## src/hdl/lpmfc_pkg.sv

```systemverilog
// Shared constants, types and timing figures for the LIN mode and fail-safe control block.
package lpmfc_pkg;

    // Operating modes of the transceiver.
    typedef enum logic [1:0] {
        LPMFC_OFF,
        LPMFC_STANDBY,
        LPMFC_NORMAL,
        LPMFC_SLEEP
    } lpmfc_mode_t;

    // One receive event carried through the buffer.
    typedef struct packed {
        logic lvl;      // Bus level seen, high means recessive.
        logic self_drv; // High when our own transmitter was driving dominant.
    } lpmfc_rx_t;

    // Clock and timebase.
    localparam int CLK_PERIOD_NS = 5;
    localparam int TICK_NS       = 1000;
    localparam int TICK_DIV      = (TICK_NS + CLK_PERIOD_NS - 1) / CLK_PERIOD_NS;

    // Time limits in microseconds; the tick is one microsecond.
    localparam int MODE_SELECT_OPEN_US   = 5;
    localparam int MODE_SELECT_CLOSE_US  = 10;
    localparam int ENABLE_TO_TX_DELAY_US = 1;
    localparam int WAKE_DOMINANT_US      = 50;
    localparam int DOMINANT_TIMEOUT_US   = 20000;
    localparam int UNDERVOLTAGE_DET_US   = 10;

    // Tick counts derived from the times; least times round up.
    localparam int MSEL_OPEN_TICKS  = (MODE_SELECT_OPEN_US * 1000 + TICK_NS - 1) / TICK_NS;
    localparam int MSEL_CLOSE_TICKS = (MODE_SELECT_CLOSE_US * 1000) / TICK_NS;
    localparam int ENTX_TICKS       = (ENABLE_TO_TX_DELAY_US * 1000 + TICK_NS - 1) / TICK_NS;
    localparam int WAKE_TICKS       = (WAKE_DOMINANT_US * 1000 + TICK_NS - 1) / TICK_NS;
    localparam int DOMTO_TICKS      = (DOMINANT_TIMEOUT_US * 1000) / TICK_NS;
    localparam int UVD_TICKS        = (UNDERVOLTAGE_DET_US * 1000 + TICK_NS - 1) / TICK_NS;

    // Supported bus bit rates, as bit times in microseconds.
    localparam int BIT_US_SLOWEST = 417;
    localparam int BIT_US_FASTEST = 50;

    // Receive buffer shape.
    localparam int RX_FIFO_DEPTH = 16;

    // Pin synchroniser lane positions.
    localparam int PIN_EN      = 0;
    localparam int PIN_TXD     = 1;
    localparam int PIN_LIN     = 2;
    localparam int PIN_PON     = 3;
    localparam int PIN_POFF    = 4;
    localparam int PIN_UV      = 5;
    localparam int PIN_OT_TRIP = 6;
    localparam int PIN_OT_REL  = 7;
    localparam int PIN_COUNT   = 8;

    // Reset values of pins and flops; transmit and bus lanes start at their idle high
    // level, so no false edge reaches the timers or the receive buffer after reset.
    localparam logic [PIN_COUNT-1:0] PIN_RST = 8'h06;
    localparam logic                 RXD_IDLE = 1'h1;

endpackage

```

## src/hdl/lpmfc_fifo.sv

```systemverilog
// Synchronous FIFO with valid and ready on both sides for the receive path.
`timescale 1ns/1ps
module lpmfc_fifo #(
    parameter int WIDTH = 2,
    parameter int DEPTH = 16
) (
    // Clock and reset.
    input  wire logic             i_clk,
    input  wire logic             i_rst,
    // Filling side.
    input  wire logic             i_in_valid,
    input  wire logic [WIDTH-1:0] i_in_data,
    output logic                  o_in_ready,
    // Draining side.
    output logic                  o_out_valid,
    output logic [WIDTH-1:0]      o_out_data,
    input  wire logic             i_out_ready
);

    localparam int AW = $clog2(DEPTH);

    // Pointer arithmetic relies on a power-of-two depth.
    if (DEPTH < 2 || (1 << AW) != DEPTH) begin : g_bad_depth
        $error("FIFO depth must be a power of two, at least 2.");
    end

    logic [WIDTH-1:0] mem_r [DEPTH];  // Storage words.
    logic [AW:0]      wr_ptr_r;       // Write pointer with wrap bit.
    logic [AW:0]      rd_ptr_r;       // Read pointer with wrap bit.
    logic             push;           // Word accepted this cycle.
    logic             pop;            // Word delivered this cycle.

    assign o_in_ready  = (wr_ptr_r - rd_ptr_r) != (AW + 1)'(DEPTH);
    assign o_out_valid = wr_ptr_r != rd_ptr_r;
    assign o_out_data  = mem_r[rd_ptr_r[AW-1:0]];
    assign push        = i_in_valid && o_in_ready;
    assign pop         = o_out_valid && i_out_ready;

    // Storage is written without reset; the pointers guard every read.
    always_ff @(posedge i_clk) begin
        if (push) begin
            mem_r[wr_ptr_r[AW-1:0]] <= i_in_data;
        end
    end

    // Pointers advance on accepted transfers only.
    always_ff @(posedge i_clk) begin
        if (i_rst) begin
            wr_ptr_r <= '0;
            rd_ptr_r <= '0;
        end else begin
            if (push) begin
                wr_ptr_r <= wr_ptr_r + 1'b1;
            end
            if (pop) begin
                rd_ptr_r <= rd_ptr_r + 1'b1;
            end
        end
    end

endmodule

```

## src/hdl/lpmfc_top.sv

```systemverilog
// Mode, wake-up and fail-safe control of a LIN transceiver with regulator.
`timescale 1ns/1ps
module lpmfc_top
    import lpmfc_pkg::*;
#(
    parameter int DOMTO_COUNT = DOMTO_TICKS,
    parameter int WAKE_COUNT  = WAKE_TICKS,
    parameter int UVD_COUNT   = UVD_TICKS,
    parameter int FIFO_DEPTH  = RX_FIFO_DEPTH
) (
    // Clock and reset.
    input  wire logic i_clk,
    input  wire logic i_rst,
    // Controller side pins.
    input  wire logic i_en,
    input  wire logic i_txd,
    output logic      o_rxd,
    output logic      o_reset_out_n,
    // Bus pin, open drain; output enable high pulls the bus dominant.
    input  wire logic i_lin,
    output logic      o_lin_o,
    output logic      o_lin_oe,
    // Analog comparator inputs.
    input  wire logic i_vbat_above_pon,
    input  wire logic i_vbat_below_poff,
    input  wire logic i_vcc_below_uvd,
    input  wire logic i_temp_above_trip,
    input  wire logic i_temp_below_release,
    // Status outputs.
    output logic      o_reg_en,
    output logic [1:0] o_mode
);

    ////////////////////////////////////////////////////////////////////////////////
    // Elaboration checks.

    localparam int TW = $clog2(DOMTO_COUNT + 2);   // Common timer width.
    localparam int DW = $clog2(TICK_DIV);          // Divider width.

    // The default time-out must outlast a whole bit at the slowest rate.
    if (DOMTO_TICKS <= BIT_US_SLOWEST) begin : g_bad_rate
        $error("Default time-out cannot serve the slowest bit rate.");
    end
    // All timers share one counter width sized by the time-out, so every limit must fit it.
    if (DOMTO_COUNT < 1 || WAKE_COUNT < 1 || UVD_COUNT < 1 || WAKE_COUNT >= (1 << TW)
        || UVD_COUNT >= (1 << TW) || MSEL_CLOSE_TICKS >= (1 << TW)) begin : g_bad_time
        $error("Timer counts do not fit the shared counter width.");
    end
    // Wake timing must be longer than half a bit at the fastest rate.
    if (WAKE_COUNT <= BIT_US_FASTEST / 2) begin : g_bad_wake
        $error("Wake dominant count too short for the fastest rate.");
    end

    ////////////////////////////////////////////////////////////////////////////////
    // Pin synchronisers.

    logic [PIN_COUNT-1:0] pin_raw;    // Asynchronous inputs gathered.
    logic [PIN_COUNT-1:0] sync1_r;    // First stage, read by second stage only.
    logic [PIN_COUNT-1:0] pin_s;      // Second stage, safe for logic.

    assign pin_raw = {i_temp_below_release, i_temp_above_trip, i_vcc_below_uvd,
                      i_vbat_below_poff, i_vbat_above_pon, i_lin, i_txd, i_en};

    // Every pin gets its own two-flop synchroniser.
    for (genvar g = 0; g < PIN_COUNT; g++) begin : g_sync
        always_ff @(posedge i_clk) begin
            if (i_rst) begin
                sync1_r[g] <= PIN_RST[g];
                pin_s[g]   <= PIN_RST[g];
            end else begin
                sync1_r[g] <= pin_raw[g];
                pin_s[g]   <= sync1_r[g];
            end
        end
    end

    logic en_s;     // Enable, synchronised.
    logic txd_s;    // Transmit data, synchronised.
    logic lin_s;    // Bus level, high is recessive.
    assign en_s  = pin_s[PIN_EN];
    assign txd_s = pin_s[PIN_TXD];
    assign lin_s = pin_s[PIN_LIN];

    logic en_d_r;   // Previous enable, for edge detection.
    logic txd_d_r;  // Previous transmit level.
    logic lin_d_r;  // Previous bus level.

    // Edge history of the synchronised pins.
    always_ff @(posedge i_clk) begin
        if (i_rst) begin
            en_d_r  <= 1'h0;
            txd_d_r <= 1'h1;
            lin_d_r <= 1'h1;
        end else begin
            en_d_r  <= en_s;
            txd_d_r <= txd_s;
            lin_d_r <= lin_s;
        end
    end

    ////////////////////////////////////////////////////////////////////////////////
    // Microsecond tick divider.

    logic [DW-1:0] div_r;   // Divider count.
    logic          tick_r;  // One-cycle pulse per microsecond.

    // All timers count ticks so their counters stay narrow.
    always_ff @(posedge i_clk) begin
        if (i_rst) begin
            div_r  <= '0;
            tick_r <= 1'h0;
        end else begin
            tick_r <= div_r == DW'(TICK_DIV - 1);
            div_r  <= (div_r == DW'(TICK_DIV - 1)) ? '0 : div_r + 1'b1;
        end
    end

    ////////////////////////////////////////////////////////////////////////////////
    // Mode state and mode select window.

    lpmfc_mode_t   mode_r;      // Current operating mode.
    lpmfc_mode_t   mode_nxt;    // Next operating mode.
    logic          msel_r;      // Enable fell in Normal; window pending.
    logic [TW-1:0] msel_cnt_r;  // Ticks since enable fell.
    logic          rst_ok;      // Reset output about to be high.
    logic          wake_evt;    // Completed remote wake-up this cycle.
    logic          uv_r;        // Undervoltage confirmed.
    logic          msel_close;  // Window closes this cycle.
    logic          in_window;   // Window currently open.

    assign in_window  = msel_r && msel_cnt_r >= TW'(MSEL_OPEN_TICKS);
    // Decide on the last tick before the close time, so the sample never lands outside the window.
    assign msel_close = in_window && tick_r && msel_cnt_r >= TW'(MSEL_CLOSE_TICKS - 1);

    // Window timer starts on the enable fall in Normal.
    always_ff @(posedge i_clk) begin
        if (i_rst) begin
            msel_r     <= 1'h0;
            msel_cnt_r <= '0;
        end else if (mode_r != LPMFC_NORMAL || en_s) begin
            // Enable back high abandons the pending selection.
            msel_r     <= 1'h0;
            msel_cnt_r <= '0;
        end else if (en_d_r && !en_s) begin
            msel_r     <= 1'h1;
            msel_cnt_r <= '0;
        end else if (msel_r && tick_r) begin
            msel_cnt_r <= msel_cnt_r + 1'b1;
        end
    end

    // Next-mode decision; supply loss outranks everything.
    always_comb begin
        mode_nxt = mode_r;
        unique case (mode_r)
            LPMFC_OFF: begin
                if (pin_s[PIN_PON] && pin_s[PIN_OT_REL]) begin
                    mode_nxt = LPMFC_STANDBY;
                end
            end
            LPMFC_STANDBY: begin
                // Uses the registered reset output, as the next-mode reset would loop back here.
                if (en_s && o_reset_out_n && !uv_r) begin
                    mode_nxt = LPMFC_NORMAL;
                end
            end
            LPMFC_NORMAL: begin
                // The level seen at window close picks the target mode.
                if (msel_close && o_reset_out_n && !uv_r) begin
                    mode_nxt = txd_s ? LPMFC_STANDBY : LPMFC_SLEEP;
                end
            end
            LPMFC_SLEEP: begin
                if (en_s) begin
                    mode_nxt = LPMFC_NORMAL;
                end else if (wake_evt) begin
                    mode_nxt = LPMFC_STANDBY;
                end
            end
        endcase
        // Temperature is not watched in Sleep.
        if (pin_s[PIN_OT_TRIP] && (mode_r == LPMFC_NORMAL || mode_r == LPMFC_STANDBY)) begin
            mode_nxt = LPMFC_OFF;
        end
        if (pin_s[PIN_POFF]) begin
            mode_nxt = LPMFC_OFF;
        end
    end

    // Mode register.
    always_ff @(posedge i_clk) begin
        if (i_rst) begin
            mode_r <= LPMFC_OFF;
        end else begin
            mode_r <= mode_nxt;
        end
    end

    ////////////////////////////////////////////////////////////////////////////////
    // Regulator undervoltage and reset output.

    logic [TW-1:0] uv_cnt_r;   // Ticks with regulator below detect level.

    // A dip must last the detect time before it counts.
    always_ff @(posedge i_clk) begin
        if (i_rst) begin
            uv_cnt_r <= '0;
            uv_r     <= 1'h0;
        end else if (!pin_s[PIN_UV]) begin
            uv_cnt_r <= '0;
            uv_r     <= 1'h0;
        end else if (tick_r && !uv_r) begin
            uv_cnt_r <= uv_cnt_r + 1'b1;
            uv_r     <= uv_cnt_r >= TW'(UVD_COUNT - 1);
        end
    end

    // Reset is low with the regulator off or under voltage.
    assign rst_ok = (mode_nxt == LPMFC_NORMAL || mode_nxt == LPMFC_STANDBY) && !uv_r;

    ////////////////////////////////////////////////////////////////////////////////
    // Transmit path: arming, dominant time-out and driver.

    logic          tx_arm_r;    // Recessive seen since entering Normal.
    logic [TW-1:0] dom_cnt_r;   // Ticks of transmit held low.
    logic          dom_to_r;    // Dominant time-out expired.
    logic          drive;       // Pull the bus dominant next cycle.

    // The driver arms only after a recessive transmit level.
    always_ff @(posedge i_clk) begin
        if (i_rst) begin
            tx_arm_r <= 1'h0;
        end else if (mode_nxt != LPMFC_NORMAL || !en_s) begin
            tx_arm_r <= 1'h0;
        end else if (txd_s) begin
            tx_arm_r <= 1'h1;
        end
    end

    // Falling transmit starts the timer, rising clears it.
    always_ff @(posedge i_clk) begin
        if (i_rst) begin
            dom_cnt_r <= '0;
            dom_to_r  <= 1'h0;
        end else if (txd_s) begin
            dom_cnt_r <= '0;
            dom_to_r  <= 1'h0;
        end else if (txd_d_r) begin
            dom_cnt_r <= '0;
        end else if (tick_r && !dom_to_r) begin
            dom_cnt_r <= dom_cnt_r + 1'b1;
            dom_to_r  <= dom_cnt_r >= TW'(DOMTO_COUNT - 1);
        end
    end

    // Enable low cuts the driver in the same cycle it is seen.
    assign drive = mode_nxt == LPMFC_NORMAL && en_s && rst_ok && tx_arm_r
                   && !txd_s && !dom_to_r;

    ////////////////////////////////////////////////////////////////////////////////
    // Remote wake-up detection.

    logic          wake_meas;     // Measurement allowed in this mode.
    logic          wake_low_r;    // Bus fell and is being timed.
    logic [TW-1:0] wake_cnt_r;    // Ticks of bus low.
    logic          wake_long_r;   // Low lasted long enough.
    logic          wake_pend_r;   // Wake request awaiting the controller.

    // During a pending selection the transmitter is off, so a late
    // transmit fall must not stop the timing.
    assign wake_meas = mode_r == LPMFC_SLEEP || mode_r == LPMFC_STANDBY
                       || (mode_r == LPMFC_NORMAL && (txd_s || msel_r));

    // Fall, long low, rise: only then is a wake reported.
    always_ff @(posedge i_clk) begin
        if (i_rst) begin
            wake_low_r  <= 1'h0;
            wake_cnt_r  <= '0;
            wake_long_r <= 1'h0;
        end else if (!wake_meas || lin_s) begin
            wake_low_r  <= 1'h0;
            wake_cnt_r  <= '0;
            wake_long_r <= 1'h0;
        end else if (lin_d_r) begin
            wake_low_r <= 1'h1;
        end else if (wake_low_r && tick_r && !wake_long_r) begin
            wake_cnt_r  <= wake_cnt_r + 1'b1;
            wake_long_r <= wake_cnt_r >= TW'(WAKE_COUNT - 1);
        end
    end

    assign wake_evt = wake_meas && wake_long_r && lin_s && !lin_d_r;

    // A new wake wins over the clear on entering Normal.
    always_ff @(posedge i_clk) begin
        if (i_rst) begin
            wake_pend_r <= 1'h0;
        end else if (wake_evt && mode_r != LPMFC_NORMAL) begin
            wake_pend_r <= 1'h1;
        end else if (mode_nxt == LPMFC_NORMAL || mode_nxt == LPMFC_OFF) begin
            wake_pend_r <= 1'h0;
        end
    end

    ////////////////////////////////////////////////////////////////////////////////
    // Receive buffer.

    lpmfc_rx_t rx_in;        // Event offered to the buffer.
    lpmfc_rx_t rx_out;       // Event at the buffer head.
    logic      rx_in_rdy;    // Buffer can take an event.
    logic      rx_out_vld;   // Buffer holds an event.
    logic      rx_pop;       // Head consumed.
    logic      rx_lvl_r;     // Last bus level accepted by the buffer.
    logic      hold_wake;    // Standby wake indication stalls the drain.

    assign rx_in.lvl      = lin_s;
    assign rx_in.self_drv = o_lin_oe;
    assign hold_wake      = mode_r == LPMFC_STANDBY && wake_pend_r;
    assign rx_pop         = !hold_wake;

    // A level change is retried until the buffer accepts it.
    always_ff @(posedge i_clk) begin
        if (i_rst) begin
            rx_lvl_r <= RXD_IDLE;
        end else if (rx_in_rdy) begin
            rx_lvl_r <= lin_s;
        end
    end

    lpmfc_fifo #(
        .WIDTH ($bits(lpmfc_rx_t)),
        .DEPTH (FIFO_DEPTH)
    ) u_rx_fifo (
        .i_clk       (i_clk),
        .i_rst       (i_rst),
        .i_in_valid  (lin_s != rx_lvl_r),
        .i_in_data   (rx_in),
        .o_in_ready  (rx_in_rdy),
        .o_out_valid (rx_out_vld),
        .o_out_data  (rx_out),
        .i_out_ready (rx_pop)
    );

    ////////////////////////////////////////////////////////////////////////////////
    // Registered outputs.

    logic rxd_r;   // Receive output level.

    // Normal relays the bus; Standby shows a pending wake as low.
    always_ff @(posedge i_clk) begin
        if (i_rst) begin
            rxd_r <= RXD_IDLE;
        end else if (mode_r == LPMFC_STANDBY) begin
            rxd_r <= !wake_pend_r;
        end else if (mode_r != LPMFC_NORMAL) begin
            rxd_r <= RXD_IDLE;
        end else if (rx_out_vld) begin
            rxd_r <= rx_out.lvl;
        end
    end

    // Pin and status flops; the driven bus value is always dominant.
    always_ff @(posedge i_clk) begin
        if (i_rst) begin
            o_lin_oe      <= 1'h0;
            o_lin_o       <= 1'h0;
            o_reset_out_n <= 1'h0;
            o_reg_en      <= 1'h0;
            o_mode        <= LPMFC_OFF;
        end else begin
            o_lin_oe      <= drive;
            o_lin_o       <= 1'h0;
            o_reset_out_n <= rst_ok;
            o_reg_en      <= mode_nxt == LPMFC_NORMAL || mode_nxt == LPMFC_STANDBY;
            o_mode        <= mode_nxt;
        end
    end

    assign o_rxd = rxd_r;

endmodule

```

## config.mk

```make
export PLATFORM = sky130hd
export DESIGN_NAME = lpmfc_top
export DESIGN_NICKNAME = d
export VERILOG_FILES = /design/src/hdl/lpmfc_pkg.sv /design/src/hdl/lpmfc_fifo.sv /design/src/hdl/lpmfc_top.sv
export SDC_FILE = /design/constraint.sdc
export NUM_CORES = 1
export LEC_CHECK = 0
export ABC_AREA = 1
export BUFFER_PORTS_ARGS = -buffer_cell sky130_fd_sc_hd__buf_2
export CORE_MARGIN = 5
export CORE_UTILIZATION = 34
export DETAILED_ROUTE_END_ITERATION = 16
export PLACE_DENSITY = 0.58
export SYNTH_ARGS = -nofsm -noshare
export SYNTH_HDL_FRONTEND = slang
export SYNTH_SLANG_ARGS = --single-unit
export TNS_END_PERCENT = 30
```

## constraint.sdc

```tcl
create_clock -name i_clk -period 1.9 [get_ports i_clk]
set_input_delay 0.095 -clock i_clk [delete_from_list [all_inputs] [get_ports i_clk]]
set_output_delay 0.095 -clock i_clk [all_outputs]
set_load 0.03 [all_outputs]
```

Yosys cells after proc, flatten, opt, wreduce, memory -nomap -nowiden. Memories as Yosys holds them, arrays and structs flattened. A register that Yosys moved wholly into a read port is not among the register bits. Cells that the tools add are included. Widths: inputs -> output; s select.

Muxes and demuxes: 18. Eq/ne operators: 11. Reduce and logical (&&, ||, !) cells: 61. Order comparisons: 5. $add $sub $neg: 8. Bitwise gates (word level): 3.

Operators with widths (number): $add 15x1->15 const B (4); $ge 15x4->1 const B (2); $logic_and 1x1->1 (29); $mux 2 (8); $ge 15x15->1 const B (1); $ge 15x3->1 const B (1); $ge 15x6->1 const B (1); $reduce_or 2->1 (6); $add 5x1->5 const B (2); $logic_not 1->1 (9); $logic_or 1x1->1 (9); $add 8x1->8 const B (1); $eq 8x8->1 const B (1); $mux 4 (2); $pmux 2 s4 (1); $mux 1 (7); $eq 2x2->1 const B (3); $reduce_or 3->1 (2); $ne 5x5->1 (1); $ne 5x5->1 const B (1); $sub 5x5->5 (1); $eq 2x1->1 const B (2); $logic_not 2->1 (2); $ne 2x2->1 const B (2); other kinds (5) (8).

Word-level logic and storage cells: 147. Input bits: 10. Register bits: 112. Memories kept: 1. Bits in writable memories: 32.

Memory list: u_rx_fifo.mem_r (depth 16, bits a word 2, rd ports 1, clocked after Yosys merged registers in 1, write ports 1, RTL line lpmfc_fifo.sv:27) `logic [WIDTH-1:0] mem_r [DEPTH];`.

Depth between registers and ports, before layout. Gate-level depths: netlist of the first run.

Depth in word-level cells: 18. Mapped depth: 16.

By module. Synthesis of the first run repeated with hierarchy kept, for this count alone.

Cell total of the unflattened synthesis: 879. Area, all modules: 6901.6 µm².

By module, submodules not included: lpmfc_top (area an instance 4663.2 µm², cells each 646, times used 1); lpmfc_fifo (area an instance 2238.4 µm², cells each 233, times used 1).

Worst setup path after synthesis of the first run. No wires, ideal clock.

Path type: flip-flop to flip-flop. Start: reg, netlist name o_mode[1]. End: reg o_lin_oe. Library setup time: 92 ps. Arrival time: 2045 ps. Cell stages (with the launch flop): 16. Slack: -237 ps. Cell sequence: dfxtp_1 > inv_1 > ha_1 > nor2_1 > nand2_1 > nand2_1 > nand2_1 > nand2_1 > a21oi_1 > nand2_1 > nand2_1 > inv_1 > ha_1 > nor2_1 > nand4_1 > nor4_1.

RTL lines: to (signal assigned) (RTL line lpmfc_top.sv:371) `o_lin_oe <= drive;`; to (decl) (RTL line lpmfc_top.sv:22) `output logic o_lin_oe,`.

==> results.ini, run 1 <==
[synth]
synthMuxAreaShare_pct = 0
synth_top_family_by_area = simple AND/OR/NAND/NOR gates
synth_edf_count = 16
synth_top_area_share_pct = 37.09
synthTopCellsByCount = 162 x nand2_1, 127 x inv_1, 123 x nor2_1, 116 x dfxtp_1, 53 x a21oi_1
synth_adder_area_share_pct = 4.396
synthXorXnorAreaFrac_pct = 1.958
ys_top_cells_by_area = dfxtp_1 37%, nand2_1 9.7%, edfxtp_1 7.7%
syn_area_per_cell_um2 = 7.498
ys_seq_area_share_pct = 44.76
synth-compound-area-share_pct = 10.61
ys_ff_latch = 132
syn_nets = 867
synth_simple_gate_area_share_pct = 29.60
synth.most_common_cell = nand2_1
async_flop_share_pct = 0
netlist_area_um2 = 6261
syn-instance-count = 835
synth_ff_type = dfxtp_1
synth_top_area_cell = dfxtp_1
synthDistinctLibCells = 42
synth_warnings = 0

[critical_path]
crit_family = simple AND/OR/NAND/NOR gates
cp-start-kind = flip-flop
path_max_fanout = 5
crit_buf_inv = 1
timing.critical_path.required_ns = 2.22
crit_path_end_kind = flip-flop
slowest_stage = dfxtp_4
crit_type = reg2reg
worstPathCellList = ha_2, buf_4, nand2_1, o21ai_0, nor2_1, nand2_1, nand2_2, ha_4, nor2_1, nand4_1, nor4_2
slowest_delay_ns = 0.39
arrival_ns = 2.20

[clocking]
cts_tree = built
clockBufferDepth = 2
clkLatencyLatePin_ns = 0.42
cts_made_buffers = 17
cts.sinks = 132
clk_pin_slew_ns = 0.05
h-tree-depth = 4
cts_root_buf = clkbuf_16

[timing]
post-route-period-util_pct = 98.82
fmax_ghz = 0.5326
maxSlewViolCount = 0
hold_viol = 0
finalClockSkew_ns = 0.008292
holdWs_ns = 0.01558
setup_violations = 0
min_period_ns = 1.878
rsz0062_at_grt = true

[status]
run_status = finished, final reports clean

[grt]
gr-total-overflow = 0
grt_use_total_pct = 12.35
grt_max_degree = 25
antenna_found_initial = 0
grt_pass1_vias = 4967
grt_pass1_wl_mm = 22.18

[drt]
highest_layer = met4
ant_nets = 0
drc = 0
drtIter0Drc = 176
wl_met2_mm = 5.717
wl_per_cell_um = 10.86
num_vias = 5251
drt-pass1-iter-count = 4
wl_met1_mm = 6.343
route.met3.wl_um = 312
viasPerCell = 4.492
wirelength_mm = 12.70

[place]
dp.cells = 1118
routabilityCongestion = 0.8192
hpwl_mm = 9.182
portBuffers = 15

[flow_run]
maxCapViolCount = 0

[layout]
final_cells = 1169
fin_nets = 961
multiInputGateArea_um2 = 3168
area_delta_synth_final_pct = 28.70
fill_cells = 1838
seq_area_um2 = 2818
drive_above_1_share_pct = 22.13
diodes = 0

[power]
powerDensity_nw_per_um2 = 1126
peakVddDrop_v = 0.0007536
leakage_nw = 3.155

[die]
die_area_um2 = 21230
fp.dieW_um = 145.7
fp.dieH_um = 145.7
initial_core_util_pct = 34.74
core_area_um2 = 18020
io-pin-count = 17
rows = 49

[hold_path]
hold_path.class = in2reg

-- worst register-to-register path, cell delays in order (launching register included) --
cell and delay [ns]:
dfxtp_4 0.39, ha_2 0.23, buf_4 0.13, nand2_1 0.06
o21ai_0 0.17, nor2_1 0.06, nand2_1 0.11, nand2_2 0.09
ha_4 0.25, nor2_1 0.08, nand4_1 0.10, nor4_2 0.14
-- power breakdown --
group | switching [mW] | internal (mW) | total, mW
logic | 1.26 | 1.15 | 2.41
clock network | 1.16 | 2.39 | 3.55
registers | 0.126 | 2.98 | 3.10
-- per-layer routing --
layer | vias to the layer above | GRT usage (%)
li1 | 2864 | -
met1 | 2311 | 16.07
met2 | 49 | 19.72
met3 | 27 | 2.896
met4 | 0 | 5.084
met5 | - | 0
-- repair_timing --
item | 4_1_cts | 5_1_grt
hold endpoints to repair | 8 | 0
resized for setup | 12 | 58
hold buffers | 8 | 0
setup endpoints to repair | 3 | 37
pin swaps | 6 | 18
setup buffers | 13 | 2
-- placed cells by master, fill, tap and decap left out, drive strengths merged, types with 2 or more instances in the layout --
cell type and instances:
o21a 8, o221ai 3, o21ai 46, ha 22, a21oi 53, dlygate4sd3 8
edfxtp 16, xor2 10, buf 78, clkinv 3, inv 131, o211ai 2
xnor2 4, nand4 14, bufinv 4, nor2 141, nand3 36, clkbuf 22
dfxtp 116, nor4 4, a31oi 3, nor3 31, nand2 167, nor3b 3
or2 4, o21bai 4
-- final cells by class --
type                    count  area share, %
multi-input cells         561          39.32
flip-flops and latches    132          34.97
clock inverters             8          1.786
clock buffers              22          6.273
inverters                 131          6.165
repair buffers             86          7.935
well taps                 229          3.556
-- sequential cells by signal (all words and copies together) (netlist names), 2 cells and up, named ones only --
name                flops
wake_cnt_r             15
uv_cnt_r               15
dom_cnt_r              15
msel_cnt_r             15
div_r                   8
u_rx_fifo.wr_ptr_r      5
u_rx_fifo.rd_ptr_r      5
u_rx_fifo.mem_r        16
o_mode                  2
sync1_r                 8
pin_s                   5
-- path summary, 6_finish.rpt --
kind	to	start	slack, ns	cells past startpoint
setup / recovery	o_lin_oe	o_mode[1]	0.02	11
hold / removal	u_rx_fifo.wr_ptr_r[2]	i_rst	0.02	2
hold reg to reg	pin_s[5]	sync1_r[5]	0.40	2
setup reg to reg	o_lin_oe	o_mode[1]	0.02	11
-- per-stage QoR --
stage / area [um2] / worst slack (ns) / power [mW] / utilization [%] / setup TNS [ns]
finish: 8058 / 0.02243 / 9.071 / 44.70 / 0
global route: 8058 / -0.1293 / 9.561 / 44.70 / -1.267
CTS: 7850 / -0.05109 / 8.799 / 43.55 / -0.09407
detailed placement: 6977 / -0.07443 / 4.921 / 38.71 / -0.07443
global placement: 6977 / 0.002764 / 4.915 / 38.71 / 0
floorplan: 6287 / 0.0006872 / 4.195 / - / 0
-- kinds of logic (layout without fill, tap and decap cells) --
logic type | count (synthesis) | in the layout
AND/OR/NAND/NOR | 403 | 403
buffers and inverters | 142 | 247
flip-flops | 132 | 132
AO/OA/AOI/OAI | 121 | 121
adder cells (fa/ha/maj) | 22 | 22
XOR/XNOR | 14 | 14
other | 1 | 1
Power figures use the tool's default switching activity.
==> run 2, diff against run 1 <==
Settings changed: ABC_AREA 1 to default.
==> run 2 against run 1 <==
Net effect:
- the flow now finishes with violations (setup timing)
- register-to-register slack got worse by 0.32 ns
- routed wire length fell by 9.8%
- die area fell by 8.3%
==> results.ini, run 2 <==
[status]
run_status = finished with violations  ; was finished, final reports clean
violations = setup timing

[critical_path]
reg2reg_depth = 9  ; was 11
cp-start-kind = flip-flop  ; unchanged
crit_type = reg2reg  ; unchanged
crit_family = compound AO/OA/AOI/OAI gates  ; was simple AND/OR/NAND/NOR gates
slowest_delay_ns = 0.34  ; was 0.39 ns
arrival_ns = 2.50  ; was 2.20 ns
slowest_stage = dfxtp_2  ; was dfxtp_4
crit_path_end_kind = flip-flop  ; unchanged
crit_buf_inv = 2  ; was 1
worstPathCellList = inv_2, ha_4, nor2b_4, a2111o_1, a21o_1, o41ai_4, buf_4, nor3_4, mux2_4  ; was ha_2, buf_4, nand2_1, o21ai_0, nor2_1, nand2_1, nand2_2, ha_4, nor2_1, nand4_1, nor4_2
timing.critical_path.required_ns = 2.20  ; was 2.22 ns
cp.depth = 9  ; was 11
path_max_fanout = 4  ; was 5

[layout]
fill_cells = 1529  ; was 1838
final_cell_mix = 108 x dfxtp_1, 94 x nor2_1, 65 x buf_4  ; was 149 x nand2_1, 118 x inv_1, 111 x nor2_1
layout_commonest_cell = dfxtp_1  ; was nand2_1
fin_area_um2 = 7435  ; was 8058 um2
drive_above_1_share_pct = 25.28  ; was 22.13%
fin_nets = 723  ; was 961
postLayoutCoreUtil_pct = 44.99  ; was 44.70%
diodes = 0  ; unchanged
area_delta_synth_final_pct = 30.42  ; was 28.70%
largest_register_ffs = 16  ; unchanged

[synth]
ys_seq_area_share_pct = 49.17  ; was 44.76%
synth_edf_count = 16  ; unchanged
synth_ff_type = dfxtp_1  ; unchanged
netlist_area_um2 = 5700  ; was 6261 um2
synth_top_area_cell = dfxtp_1  ; unchanged
async_flop_share_pct = 0  ; unchanged
syn-instance-count = 599  ; was 835
ys_ff_latch = 132  ; unchanged
syn_nets = 631  ; was 867
synth_warnings = 0  ; unchanged
synthDistinctLibCells = 48  ; was 42
synth.most_common_cell = dfxtp_1  ; was nand2_1
synthTopCellsByCount = 116 x dfxtp_1, 100 x nor2_1, 39 x nand2_1, 37 x xor2_1, 23 x xnor2_1  ; was 162 x nand2_1, 127 x inv_1, 123 x nor2_1, 116 x dfxtp_1, 53 x a21oi_1
ys_top_cells_by_area = dfxtp_1 41%, edfxtp_1 8.4%, nor2_1 6.6%  ; was dfxtp_1 37%, nand2_1 9.7%, edfxtp_1 7.7%
synth_top_area_share_pct = 40.74  ; was 37.09%
syn_area_per_cell_um2 = 9.517  ; was 7.498 um2

[timing]
finalClockSkew_ns = 0.006851  ; was 0.008292 ns
hold_viol = 0  ; unchanged
rsz0062_at_grt = true  ; unchanged
setup_violations = 26  ; was 0
min_period_ns = 2.201  ; was 1.878 ns
timing.final.ws_setup_ns = -0.3009  ; was 0.02243 ns
maxSlewViolCount = 0  ; unchanged
post-route-period-util_pct = 115.8  ; was 98.82%
timing.setup.tns_ns = -3.870  ; was 0 ns
slew_headroom_pct = 61.63
fmax_ghz = 0.4544  ; was 0.5326 GHz
tightest_slew_ns = 0.5756

[hold_path]
hold_depth = 3  ; was 2
hold_path.class = in2reg  ; unchanged

[clocking]
h-tree-depth = 4  ; unchanged
cts_root_buf = clkbuf_16  ; unchanged
clkLatencyLatePin_ns = 0.41  ; was 0.42 ns
cts_made_buffers = 17  ; unchanged
cts_tree = built  ; unchanged
cts.sinks = 132  ; unchanged
clockBufferDepth = 2  ; unchanged
clk_pin_slew_ns = 0.06  ; was 0.05 ns

[drt]
drt-pass1-iter-count = 4  ; unchanged
wl_per_cell_um = 12.39  ; was 10.86 um
ant_nets = 0  ; unchanged
wirelength_mm = 11.45  ; was 12.70 mm
drtIter0Drc = 266  ; was 176
viasPerCell = 4.738  ; was 4.492
drc = 0  ; unchanged
num_vias = 4378  ; was 5251

[grt]
grt_max_degree = 21  ; was 25
grt_pass1_wl_mm = 19.38  ; was 22.18 mm
grt_use_total_pct = 12.15  ; was 12.35%
antenna_found_initial = 0  ; unchanged
grt_pass1_vias = 4268  ; was 4967
gr-total-overflow = 0  ; unchanged

[power]
peakVddDrop_v = 0.0008000  ; was 0.0007536 V
finalPower_mw = 8.249  ; was 9.071 mW
powerDensity_nw_per_um2 = 1109  ; was 1126 nW/um2
leakage_nw = 2.768  ; was 3.155 nW

[die]
io-pin-count = 17  ; unchanged
fp.dieH_um = 139.5  ; was 145.7 um
core_area_um2 = 16520  ; was 18020 um2
initial_core_util_pct = 34.50  ; was 34.74%
die_area_um2 = 19460  ; was 21230 um2
rows = 47  ; was 49
fp.dieW_um = 139.5  ; was 145.7 um

[place]
portBuffers = 15  ; unchanged
placed_area_um2 = 6507  ; was 6977 um2
hpwl_mm = 8.068  ; was 9.182 mm
routabilityCongestion = 0.7845  ; was 0.8192

[flow_run]
maxCapViolCount = 0  ; unchanged

-- run 2: cell count changes in the layout (fill, tap and decap cells not counted), sizes merged, moves of 11 or more --
cell   before  now
nand3      36   19
nand2     167   39
or3         0   11
nor3       31   15
o21ai      46   16
and3        1   14
xnor2       4   23
a21oi      53   21
nor2      141  100
nor2b       0   21
inv       131   20
xor2       10   37
-- run 2: what timing repair did --
| action | CTS | global route |
|---|---|---|
| endpoints found under the setup margin | 30 | 50 |
| pin swaps | 15 | 11 |
| hold buffers | 9 | 0 |
| resized for setup | 26 | 28 |
| hold endpoints to repair | 12 | 0 |
| setup buffers | 2 | 1 |
-- run 2: worst paths after layout --
| path | start | to | slack (ns) |
|---|---|---|---|
| setup reg to reg | u_rx_fifo.rd_ptr_r[1] | u_rx_fifo.wr_ptr_r[4] | -0.30 |
| setup / recovery | u_rx_fifo.rd_ptr_r[1] | u_rx_fifo.wr_ptr_r[4] | -0.30 |
| hold / removal | i_lin | sync1_r[2] | 0.40 |
| hold reg to reg | sync1_r[1] | txd_s | 0.41 |
-- run 2: cells by family after synthesis --
logic type	Yosys count	synth area share, %
fa+ha+maj	22	4.829
simple gates	278	24.61
other cells	1	0.06578
xor+xnor	60	9.219
compound gates	56	6.366
buf+inv	39	2.634
flops	132	49.17
mux	11	3.117
-- run 2: where the power goes --
group          switching, mW  internal [mW]
Clock                   1.20           1.98
Combinational          0.993           1.04
Sequential            0.0948           2.94
Total                   2.29           5.96
-- run 2: through the flow --
stage                     worst slack [ns]  cells  hold WS (ns)
after floorplan                    -0.3086    599        0.1988
after global placement             -0.2767    881        0.2805
final                              -0.3009    924        0.3987
after CTS                          -0.2476    924        0.3761
after detailed placement           -0.3481    881        0.2821
after global routing               -0.3699    924        0.4155
-- run 2: layout make-up --
type	count	area (um2)	share of cell area (%)
timing repair buffer	92	686.9	9.239
tap	220	275.3	3.702
inverter	20	75.07	1.010
multi-input combinational	428	2992	40.24
sequential	132	2813	37.83
clock inverter	10	97.59	1.313
clock buffer	22	495.5	6.664
-- run 2: metal layers --
metal,GRT usage [%],share of wire (%),vias up
met4,6.591,2.6,0
met1,14.78,47,2051
met2,19.57,48,62
li1,-,-,2243
met5,0,0,-
met3,3.293,3.0,22
-- run 2: worst min-delay path, delay by kind of cell --
kind / cells / cell delay (ns)
buffers and inverters: 2 / 0.61
and+or+nand+nor: 1 / 0.08
==> run 3, diff against run 2 <==
Settings changed: CORE_MARGIN 5 to 2, PLACE_DENSITY 0.58 to 0.57.
Clock period 1.9 ns to 2.4 ns, I/O delays scaled along.
==> run 3 against run 2 <==
Net effect:
- the flow now finishes without violations
- sequential power decreased by 21%
- register-to-register slack improved by 0.38 ns
- clock skew up 0.0031 ns
==> results.ini, run 3 (synthesis results as in run 2) <==
[status]
run_status = finished, final reports clean  ; was finished with violations

[clocking]
post_cts_buffers = 0  ; was 2
h-tree-depth = 4  ; unchanged
cts_made_buffers = 17  ; unchanged
cts.sinks = 132  ; unchanged
cts_tree = built  ; unchanged
clk_pin_slew_ns = 0.06  ; about the same
cts_root_buf = clkbuf_16  ; unchanged
clkLatencyLatePin_ns = 0.42  ; was 0.41 ns
clockBufferDepth = 2  ; unchanged

[power]
leakage_nw = 2.421  ; was 2.768 nW
internal-power_mw = 4.308  ; was 5.959 mW
p_sw_share_pct = 27.82  ; was 27.75%
net-switching-power_mw = 1.661  ; was 2.289 mW
peakVddDrop_v = 0.0006557  ; was 0.0008000 V
power_frac_seq_pct = 40.4  ; was 36.8%
clkPwrFrac_pct = 42.1  ; was 38.6%
powerDensity_nw_per_um2 = 880.0  ; was 1109 nW/um2
combPwrFrac_pct = 17.5  ; was 24.6%

[layout]
diodes = 0  ; unchanged
largest_register_ffs = 16  ; unchanged
layout_commonest_cell = dfxtp_1  ; unchanged
fin_nets = 668  ; was 723
area_delta_synth_final_pct = 18.99  ; was 30.42%
fin_area_um2 = 6783  ; was 7435 um2
drive_above_1_share_pct = 13.71  ; was 25.28%
final_cell_mix = 114 x dfxtp_1, 99 x nor2_1, 39 x nand2_1  ; was 108 x dfxtp_1, 94 x nor2_1, 65 x buf_4
final_cells = 869  ; was 924

[grt]
antenna_found_initial = 0  ; unchanged
grt_max_degree = 34  ; was 21
gr-total-overflow = 0  ; unchanged
grt_use_total_pct = 12.72  ; was 12.15%
grt_pass1_vias = 3988  ; was 4268
grt_pass1_wl_mm = 18.29  ; was 19.38 mm

[critical_path]
timing.critical_path.required_ns = 2.69  ; was 2.20 ns
crit_path_end_kind = flip-flop  ; unchanged
arrival_ns = 2.62  ; was 2.50 ns
crit_type = reg2reg  ; unchanged
path_max_fanout = 6  ; was 4
cp-start-kind = flip-flop  ; unchanged

[die]
core_area_um2 = 16470  ; was 16520 um2
fp.dieW_um = 133.5  ; was 139.5 um
fp.dieH_um = 133.5  ; was 139.5 um
io-pin-count = 17  ; unchanged
rows = 47  ; unchanged
initial_core_util_pct = 34.62  ; was 34.50%
die_area_um2 = 17820  ; was 19460 um2

[drt]
viasPerCell = 4.753  ; was 4.738
ant_nets = 0  ; unchanged
num_vias = 4130  ; was 4378
wirelength_mm = 10.65  ; was 11.45 mm
drtIter0Drc = 168  ; was 266
drc = 0  ; unchanged
drt-pass1-iter-count = 4  ; unchanged
wl_per_cell_um = 12.25  ; was 12.39 um

[timing]
min_period_ns = 2.324  ; was 2.201 ns
tightest_slew_ns = 0.6182  ; was 0.5756 ns
maxSlewViolCount = 0  ; unchanged
finalClockSkew_ns = 0.009911  ; was 0.006851 ns
setup_violations = 0  ; was 26
fmax_ghz = 0.4303  ; was 0.4544 GHz
hold_viol = 0  ; unchanged
rsz0062_at_grt = true  ; unchanged
post-route-period-util_pct = 96.84  ; was 115.8%
slew_headroom_pct = 58.79  ; was 61.63%

[place]
portBuffers = 15  ; unchanged
placed_area_um2 = 6081  ; was 6507 um2
hpwl_mm = 7.634  ; was 8.068 mm
dp.cells = 829  ; was 881
routabilityCongestion = 0.8272  ; was 0.7845

[flow_run]
maxCapViolCount = 0  ; unchanged

[hold_path]
hold_path.class = in2reg  ; unchanged

## run 3: changes by cell type in the layout (fill, tap and decap cells not counted), moves of 5 or more
cell / previous run / this run
dfxtp_2: 8 / 2
nor2_2: 6 / 1
nor2_1: 94 / 99
nor3_1: 7 / 13
dfxtp_1: 108 / 114
buf_4: 65 / 14
## run 3: through the flow
stage	hold slack, ns	setup TNS (ns)	setup WS, ns	total power [mW]	util [%]
final	0.04685	0	0.07595	5.969	41.19
after global routing	0.04301	-0.03208	-0.01641	6.265	41.19
after CTS	0.02965	0	0.03180	6.012	40.93
after detailed placement	0.3082	0	0.04137	3.462	36.93
after global placement	0.3045	0	0.1407	3.444	36.93
after floorplan	0.2238	0	0.08258	3.183	-
## run 3: routing by layer
metal  track usage [%]  part of all wire (%)  up-vias
met4             5.733                   1.9        0
met3             3.615                   2.5       17
met5                 0                     0        -
met2             21.02                    48       43
met1             15.42                    48     1934
li1                  -                     -     2136
## run 3: power groups by stage
stage,sequential (mW),clock [mW],combinational (mW)
finish,2.41,2.51,1.04
global route,2.42,2.69,1.15
CTS,2.41,2.58,1.02
detailed placement,2.46,0,1.01
global placement,2.45,0,0.990
floorplan,2.49,0,0.691
## run 3: repair_timing
action                                  CTS  global route
hold buffers                              8             0
endpoints found under the setup margin    0            18
resized for setup                         0            10
endpoints found under the hold margin     8             0
## run 3: path summary, 6_finish.rpt
| path | startpoint | endpoint | slack [ns] | depth (start not counted) |
|---|---|---|---|---|
| worst max-delay path | u_rx_fifo.rd_ptr_r[1] | u_rx_fifo.wr_ptr_r[1] | 0.08 | 9 |
| worst max register to register | u_rx_fifo.rd_ptr_r[1] | u_rx_fifo.wr_ptr_r[1] | 0.08 | 9 |
| worst min register to register | sync1_r[1] | txd_s | 0.41 | 1 |
| worst min-delay path | i_rst | o_reg_en | 0.05 | 2 |
## run 3: critical path, stage by stage (launching register included)
cell      delay [ns]
dfxtp_1         0.33
inv_1           0.05
ha_1            0.30
nor2b_2         0.17
a2111o_1        0.28
a21o_1          0.22
o41ai_4         0.39
buf_4           0.21
mux2i_1         0.20
nor2_1          0.06
## run 3: cell type report
| cell class | instances | area (um2) |
|---|---|---|
| clock buffer | 17 | 425.4 |
| clock inverter | 15 | 153.9 |
| fill | 1618 | 9683 |
| inverter | 20 | 75.07 |
| multi-input combinational | 428 | 2788 |
| sequential | 132 | 2805 |
| tap | 220 | 275.3 |
| timing repair buffer | 37 | 260.3 |
